### src/hw/mso_pkg.sv
// package of the motion sensor output register group
// assumes one 10 MHz clock and a synchronous active-low reset
package mso_pkg;

    // ------------------------------------------------------------
    // register offsets
    // ------------------------------------------------------------
    localparam logic [7:0] OFS_STEP_TOTAL_BYTE0 = 8'h1e;
    localparam logic [7:0] OFS_STEP_TOTAL_BYTE1 = 8'h1f;
    localparam logic [7:0] OFS_STEP_TOTAL_BYTE2 = 8'h20;
    localparam logic [7:0] OFS_STEP_TOTAL_BYTE3 = 8'h21;
    localparam logic [7:0] OFS_DIE_TEMP_READING = 8'h22;
    localparam logic [7:0] OFS_QUEUE_FILL_LOW = 8'h24;
    localparam logic [7:0] OFS_QUEUE_FILL_HIGH = 8'h25;
    localparam logic [7:0] OFS_QUEUE_READ_PORT = 8'h26;
    // queue status flags and step status flag, both cleared by reading them
    localparam logic [7:0] OFS_EVENT_FLAGS = 8'h1d;
    localparam logic [7:0] OFS_STEP_FLAGS = 8'h1c;

    // ------------------------------------------------------------
    // fields and reset values
    // ------------------------------------------------------------
    localparam int FILL_WIDTH = 14;
    localparam int FILL_HIGH_BITS = 6;
    localparam logic [7:0] REG_RESET = 8'h00;
    localparam int FLAG_STEP_BIT = 2;
    localparam int FLAG_FWM_BIT = 1;
    localparam int FLAG_FFULL_BIT = 0;
    localparam int QUEUE_WIDTH = 8;
    localparam int QUEUE_DEPTH = 16;
    localparam logic [FILL_WIDTH-1:0] FWM_RESET = 14'h0008;
    localparam logic [7:0] TEMP_ZERO_CELSIUS = 8'h17;

    // ------------------------------------------------------------
    // carriers
    // ------------------------------------------------------------
    typedef struct packed {
        logic rd;
        logic wr;
        logic [7:0] addr;
        logic [7:0] wdata;
    } mso_req_t;

    typedef struct packed {
        logic step_event;
        logic step_wm_event;
        logic [31:0] step_total;
        logic [7:0] die_temp;
    } mso_sense_t;

    // register read data, upper six fill bits plus reserved bits forced zero
    function automatic logic [7:0] mso_fill_high(input logic [FILL_WIDTH-1:0] fill);
        mso_fill_high = {2'b00, fill[FILL_WIDTH-1:8]};
    endfunction

endpackage

### src/hw/mso_queue.sv
// byte queue, flip-flop storage, valid and ready on both sides
// assumes a single clock and synchronous active-low reset
`timescale 1ns/1ps
module mso_queue #(
    parameter int WIDTH = 8,
    parameter int DEPTH = 16
) (
    input wire logic core_clk_i,
    input wire logic rstn_i,
    input wire logic in_valid_i,
    output logic in_ready_o,
    input wire logic [WIDTH-1:0] in_data_i,
    output logic out_valid_o,
    input wire logic out_ready_i,
    output logic [WIDTH-1:0] out_data_o,
    output logic [$clog2(DEPTH):0] count_o
);
    localparam int AW = $clog2(DEPTH);
    logic [WIDTH-1:0] mem_q [DEPTH];
    logic [AW-1:0] wr_ptr_q;
    logic [AW-1:0] rd_ptr_q;
    logic [AW:0] cnt_q;
    logic push;
    logic pop;

    assign in_ready_o = (cnt_q != DEPTH[AW:0]);
    assign out_valid_o = (cnt_q != '0);
    assign push = in_valid_i && in_ready_o;
    assign pop = out_valid_o && out_ready_i;
    assign out_data_o = mem_q[rd_ptr_q];
    assign count_o = cnt_q;

    always_ff @(posedge core_clk_i) begin
        if (push) begin
            mem_q[wr_ptr_q] <= in_data_i;
        end
    end

    always_ff @(posedge core_clk_i) begin
        if (!rstn_i) begin
            wr_ptr_q <= '0;
            rd_ptr_q <= '0;
            cnt_q <= '0;
        end else begin
            if (push) begin
                wr_ptr_q <= wr_ptr_q + 1'b1;
            end
            if (pop) begin
                rd_ptr_q <= rd_ptr_q + 1'b1;
            end
            cnt_q <= cnt_q + {{AW{1'b0}}, push} - {{AW{1'b0}}, pop};
        end
    end
endmodule

### src/hw/mso_flags.sv
// read-to-clear sticky event flags
// assumes events are one-cycle pulses in the core clock domain
`timescale 1ns/1ps
module mso_flags #(
    parameter int N = 3
) (
    input wire logic core_clk_i,
    input wire logic rstn_i,
    input wire logic [N-1:0] set_i,
    input wire logic clear_i,
    output logic [N-1:0] flags_o
);
    logic [N-1:0] flags_q;
    assign flags_o = flags_q;

    // a set in the clearing cycle survives the clear
    always_ff @(posedge core_clk_i) begin
        if (!rstn_i) begin
            flags_q <= '0;
        end else if (clear_i) begin
            flags_q <= set_i;
        end else begin
            flags_q <= flags_q | set_i;
        end
    end
endmodule

### src/hw/mso_regs.sv
// output register group of a motion sensor: step total, temperature,
// queue fill level, queue read port and read-to-clear event flags
// assumes a serial host front end delivers one-cycle rd/wr strobes
`timescale 1ns/1ps

module mso_regs
    import mso_pkg::*;
(
    input wire logic core_clk_i,
    input wire logic rstn_i,
    input wire mso_pkg::mso_req_t req_i,
    output logic [7:0] rdata_o,
    output logic rvalid_o,
    input wire mso_pkg::mso_sense_t sense_i,
    input wire logic [mso_pkg::FILL_WIDTH-1:0] fwm_level_i,
    input wire logic in_valid_i,
    output logic in_ready_o,
    input wire logic [7:0] in_data_i,
    output logic [2:0] event_flags_o
);
    import mso_pkg::*;

    // ------------------------------------------------------------
    // sensed values
    // ------------------------------------------------------------
    logic [31:0] step_total_q;
    logic [7:0] die_temp_q;

    // values are sampled each cycle so a multi-byte read sees no tearing
    // only when the host reads the low byte first (it latches the upper three)
    logic [23:0] step_upper_q;

    always_ff @(posedge core_clk_i) begin
        if (!rstn_i) begin
            step_total_q <= '0;
            die_temp_q <= REG_RESET;
        end else begin
            step_total_q <= sense_i.step_total;
            die_temp_q <= sense_i.die_temp;
        end
    end

    always_ff @(posedge core_clk_i) begin
        if (!rstn_i) begin
            step_upper_q <= '0;
        end else if (req_i.rd && req_i.addr == OFS_STEP_TOTAL_BYTE0) begin
            step_upper_q <= step_total_q[31:8];
        end
    end

    // ------------------------------------------------------------
    // queue
    // ------------------------------------------------------------
    logic q_valid;
    logic q_pop;
    logic [7:0] q_data;
    logic [4:0] q_count;
    logic [FILL_WIDTH-1:0] fill;

    assign fill = {{(FILL_WIDTH-5){1'b0}}, q_count};
    // reading an empty queue pops nothing, so the level cannot wrap
    assign q_pop = req_i.rd && (req_i.addr == OFS_QUEUE_READ_PORT);

    mso_queue #(
        .WIDTH(QUEUE_WIDTH),
        .DEPTH(QUEUE_DEPTH)
    ) u_queue (
        .core_clk_i(core_clk_i),
        .rstn_i(rstn_i),
        .in_valid_i(in_valid_i),
        .in_ready_o(in_ready_o),
        .in_data_i(in_data_i),
        .out_valid_o(q_valid),
        .out_ready_i(q_pop),
        .out_data_o(q_data),
        .count_o(q_count)
    );

    // ------------------------------------------------------------
    // event flags
    // ------------------------------------------------------------
    logic [FILL_WIDTH-1:0] fill_prev_q;
    logic [2:0] flag_set;
    logic flag_clr;

    always_ff @(posedge core_clk_i) begin
        if (!rstn_i) begin
            fill_prev_q <= '0;
        end else begin
            fill_prev_q <= fill;
        end
    end

    // the queue flags fire on the rising crossing so a steady level does not refire after a read
    always_comb begin
        flag_set = 3'b000;
        flag_set[FLAG_STEP_BIT] = sense_i.step_event || sense_i.step_wm_event;
        flag_set[FLAG_FWM_BIT] = (fwm_level_i != '0) && (fill >= fwm_level_i)
                                 && (fill_prev_q < fwm_level_i);
        flag_set[FLAG_FFULL_BIT] = (fill == QUEUE_DEPTH[FILL_WIDTH-1:0])
                                   && (fill_prev_q != QUEUE_DEPTH[FILL_WIDTH-1:0]);
    end

    // the step flag and the queue flags live in different registers, so each read clears only its own
    logic step_clr;
    logic [1:0] queue_flags;
    logic [0:0] step_flag;

    assign flag_clr = req_i.rd && (req_i.addr == OFS_EVENT_FLAGS);
    assign step_clr = req_i.rd && (req_i.addr == OFS_STEP_FLAGS);

    mso_flags #(
        .N(2)
    ) u_flags (
        .core_clk_i(core_clk_i),
        .rstn_i(rstn_i),
        .set_i(flag_set[1:0]),
        .clear_i(flag_clr),
        .flags_o(queue_flags)
    );

    mso_flags #(
        .N(1)
    ) u_step_flag (
        .core_clk_i(core_clk_i),
        .rstn_i(rstn_i),
        .set_i(flag_set[2:2]),
        .clear_i(step_clr),
        .flags_o(step_flag)
    );

    assign event_flags_o = {step_flag, queue_flags};

    // ------------------------------------------------------------
    // read mux; writes are ignored everywhere in this group
    // ------------------------------------------------------------
    logic [7:0] rd_mux;

    always_comb begin
        case (req_i.addr)
            OFS_STEP_TOTAL_BYTE0: rd_mux = step_total_q[7:0];
            OFS_STEP_TOTAL_BYTE1: rd_mux = step_upper_q[7:0];
            OFS_STEP_TOTAL_BYTE2: rd_mux = step_upper_q[15:8];
            OFS_STEP_TOTAL_BYTE3: rd_mux = step_upper_q[23:16];
            OFS_DIE_TEMP_READING: rd_mux = die_temp_q;
            OFS_QUEUE_FILL_LOW: rd_mux = fill[7:0];
            OFS_QUEUE_FILL_HIGH: rd_mux = mso_fill_high(fill);
            OFS_QUEUE_READ_PORT: rd_mux = q_valid ? q_data : REG_RESET;
            OFS_EVENT_FLAGS: rd_mux = {6'b000000, event_flags_o[1:0]};
            OFS_STEP_FLAGS: rd_mux = {6'b000000, event_flags_o[FLAG_STEP_BIT], 1'b0};
            default: rd_mux = REG_RESET;
        endcase
    end

    always_ff @(posedge core_clk_i) begin
        if (!rstn_i) begin
            rdata_o <= REG_RESET;
            rvalid_o <= 1'b0;
        end else begin
            rvalid_o <= req_i.rd;
            if (req_i.rd) begin
                rdata_o <= rd_mux;
            end
        end
    end
endmodule

### config.mk
export PLATFORM = sky130hd
export DESIGN_NAME = mso_regs
export DESIGN_NICKNAME = d
export VERILOG_FILES = /design/src/hw/mso_pkg.sv /design/src/hw/mso_queue.sv /design/src/hw/mso_flags.sv /design/src/hw/mso_regs.sv
export SDC_FILE = /design/constraint.sdc
export NUM_CORES = 1
export LEC_CHECK = 0
export ABC_AREA = 1
export BUFFER_PORTS_ARGS = -buffer_cell sky130_fd_sc_hd__buf_2
export CORE_MARGIN = 4
export CORE_UTILIZATION = 40
export DETAILED_ROUTE_END_ITERATION = 6
export GPL_TIMING_DRIVEN = 0
export REMOVE_ABC_BUFFERS = 1
export SETUP_SLACK_MARGIN = 0.4
export SYNTH_ARGS = -nofsm -noshare
export SYNTH_HDL_FRONTEND = slang
export SYNTH_SLANG_ARGS = --single-unit
### constraint.sdc
create_clock -name core_clk_i -period 7.2 [get_ports core_clk_i]
set_clock_uncertainty 0.05 [all_clocks]
set_input_delay 0.36 -clock core_clk_i [delete_from_list [all_inputs] [get_ports core_clk_i]]
set_output_delay 0.36 -clock core_clk_i [all_outputs]
set_load 0.05 [all_outputs]
==> out/results.ini <==
[outcome]
status = finished clean

[drt]
viasPerCell = 4.74
drt-initial-drc-count = 517
first_pass_iters = 5
ant_nets = 0
vias = 7397
wl_per_cell_um = 14.7
wl_um = 22900
drc_errors = 0

[die]
rows = 57
start_util_pct = 40.6
die_height_um = 165
dieArea_um2 = 27200
io_pins = 98
core_area_um2 = 24200
die_width_um = 165

[clocking]
cts_buffers = 25
post_cts_buffers = 0
root_buffer = clkbuf_16
cts_buffer_depth = 3
cts_hold_buffers = 39
clock_latency_ns = 0.52
cts_tree = done
cts_resized = 0
cts_sinks = 226
clock_tree.htree_level_count = 1
path_clk_slew_ns = 0.06

[logic_synthesis]
synth_warnings = 0
ys_ff_latch = 226
ys_types = 35
ys_top_cells_by_area = edfxtp_1 (39%), dfxtp_1 (20%), nand2_1 (12%), nand3_1 (7.6%), inv_1 (6.4%)
yosysMostFrequentCell = nand2_1
synth_common_cells = nand2_1 (304), inv_1 (169), nand3_1 (150), edfxtp_1 (128), dfxtp_1 (98)
ys_seq_area_share_pct = 58.9
synth_edf_count = 128
syn_inst = 1110
synth_top_flop_cell = edfxtp_1
syn_avg_cell_area_um2 = 8.87
ys_async_sr_fraction_pct = 0
yosysTopAreaCell = edfxtp_1
syn-cell-area_um2 = 9850
yosysTopAreaCellShare_pct = 39.0

[min_path]
min-delay-path-class = primary input to flip-flop
hold_depth = 3
whs_endpoint = step_total_q[16]
hp-start = sense_i[24]

[global_route]
busiest_layer = met2
met1_usage_pct = 24.1
grt_pass1_wl_um = 36600
first_global_vias = 6921
gr-usage-met2_pct = 27.1
grt_overflow = 0
grt_antenna_before_repair = 0
grt_max_degree = 75
grtUsageMet3_pct = 2.52
grt_usage_pct = 16.9

[critical_path]
regToRegSetupSlack_ns = 4.29
start_kind = flip-flop
cp_data_required_time_ns = 7.53
crit_family = flip-flops
slowest_delay_ns = 1.08
worstReg2RegEnd = rdata_o[3]
setup.worst_path.end_class = flip-flop
rr_worst_depth = 9
path_buf_inv = 1
crit_path_top_delay_cell = dfxtp_1
worstPathArrival_ns = 3.24
path_cells = inv_2, nand3_1, nand3_1, nand3_1, nand2_1, nand2_1, nand2_1, nand2_1, a21oi_1
cp_common_cell = nand2_1
crit_fanout = 39
path_class = flip-flop to flip-flop

[power_and_ir_drop]
p_clk_share_pct = 42.7
combPwrFrac_pct = 9.5
peakVddDrop_v = 0.000145
p_int_mw = 2.32
switching_power_mw = 0.723
pwr_density_cell_nw_per_um2 = 259
leakage_nw = 5.28
swShare_pct = 23.8
seqPwrFrac_pct = 47.8

[finish]
postLayoutCoreUtil_pct = 48.3
final_area_um2 = 11700
syn_to_final_growth_pct = 19.0
drive_gt1_share_pct = 13.6
fillers = 2297
finish.net_count = 1324
diodes = 0

[sta]
finalCritPeriodShare_pct = 40.5
final.setup.tns_ns = 0
min_period_ns = 2.91
relSlewSlack_pct = 23.8
fmax_mhz = 343
holdWs_ns = 0.0426
tightest_slew_ns = 1.14
setup_violations = 0
worst_slack_ns = 4.29
finalMaxSlewViolations = 0
rsz0062_at_grt = false
finalHoldViolCount = 0

[placement]
dpl_worst_slack_ns = 3.89
gp_congestion = 0.857
io_buffers = 88
dp_hpwl_um = 14300
place_area_um2 = 10500

[job]
maxCapViolCount = 0

[kinds of logic (layout without fill, tap and decap cells)]
group                      after synthesis  in the layout  share of synthesized area [%]
xor gates and xnor gates                 4              4                          0.356
and+or+nand+nor                        574            574                           25.6
adders and majority gates               21             21                           2.74
buffers and inverters                  221            348                           9.03
DFF                                    226            226                           58.9
AOI/OAI and AO/OA                       64             64                           3.37
[registers in the layout (all words and copies together) (netlist names), named ones only]
| register | count |
|---|---|
| u_queue.rd_ptr_q | 4 |
| die_temp_q | 8 |
| fill_prev_q | 5 |
| rdata_o | 8 |
| u_queue.mem_q | 128 |
| rvalid_o | 1 |
| u_step_flag.flags_o | 1 |
| u_queue.count_o | 5 |
| step_total_q | 32 |
| u_queue.wr_ptr_q | 4 |
| step_upper_q | 24 |
| u_flags.flags_o | 2 |
[cell usage in the layout, fill, tap and decap left out, drive strengths merged]
master / n
a22oi: 1
clkbuf: 44
or2: 17
xor2: 2
clkinv: 2
nor2: 75
a21o: 1
dlygate4sd3: 39
nor4: 3
nor3: 2
nand4: 17
a21oi: 43
nand3: 150
a31oi: 1
o21bai: 1
nand2: 309
ha: 20
buf: 88
o21ai: 16
xnor2: 2
edfxtp: 128
fa: 1
dfxtp: 98
o31ai: 1
nor3b: 1
inv: 175
[cell type report]
cell class	instances	area, um^2	share of cell area [%]
sequential	226	5810	49.6
clock inverter	2	13.8	0.117
timing repair buffer	127	831	7.09
clock buffer	44	848	7.24
tap	324	405	3.46
inverter	175	659	5.62
multi-input combinational	663	3160	26.9
[stage by stage]
step	instances	power, mW
2_1_floorplan	1064	1.64
3_3_place_gp	1476	1.75
3_5_place_dp	1476	1.76
4_1_cts	1561	3.07
5_1_grt	1561	3.16
6_report	1561	3.04
[power by group through the flow]
stage | Combinational [mW] | Sequential (mW) | Clock, mW
after detailed placement | 0.274 | 1.48 | 0
after global placement | 0.268 | 1.48 | 0
after CTS | 0.292 | 1.45 | 1.32
after global routing | 0.330 | 1.46 | 1.37
final | 0.290 | 1.45 | 1.30
after floorplan | 0.167 | 1.48 | 0
[per-layer routing]
| layer | vias up | share of wire, % |
|---|---|---|
| met5 | - | 0 |
| met1 | 3373 | 48 |
| met4 | 0 | 2.3 |
| li1 | 3779 | - |
| met3 | 33 | 5.0 |
| met2 | 212 | 45 |
[worst max-delay path by stage]
stage                         end  slack (ns)      start  cells past startpoint
2_1_floorplan          rdata_o[2]        4.35  flip-flop                     10
6_report               rdata_o[3]        4.29  flip-flop                      9
4_1_cts                rdata_o[3]        4.28  flip-flop                      9
3_3_place_gp           rdata_o[1]        2.60  flip-flop                     10
5_1_grt                rdata_o[5]        4.04  flip-flop                     10
3_5_place_dp   u_queue.count_o[4]        3.89  req_i[14]                     17
[worst min-delay path, cell delays in order]
cell and delay (ns):
buf_2 0.08, nand2_1 0.07, inv_1 0.06
(Power assumes the default switching activity.)
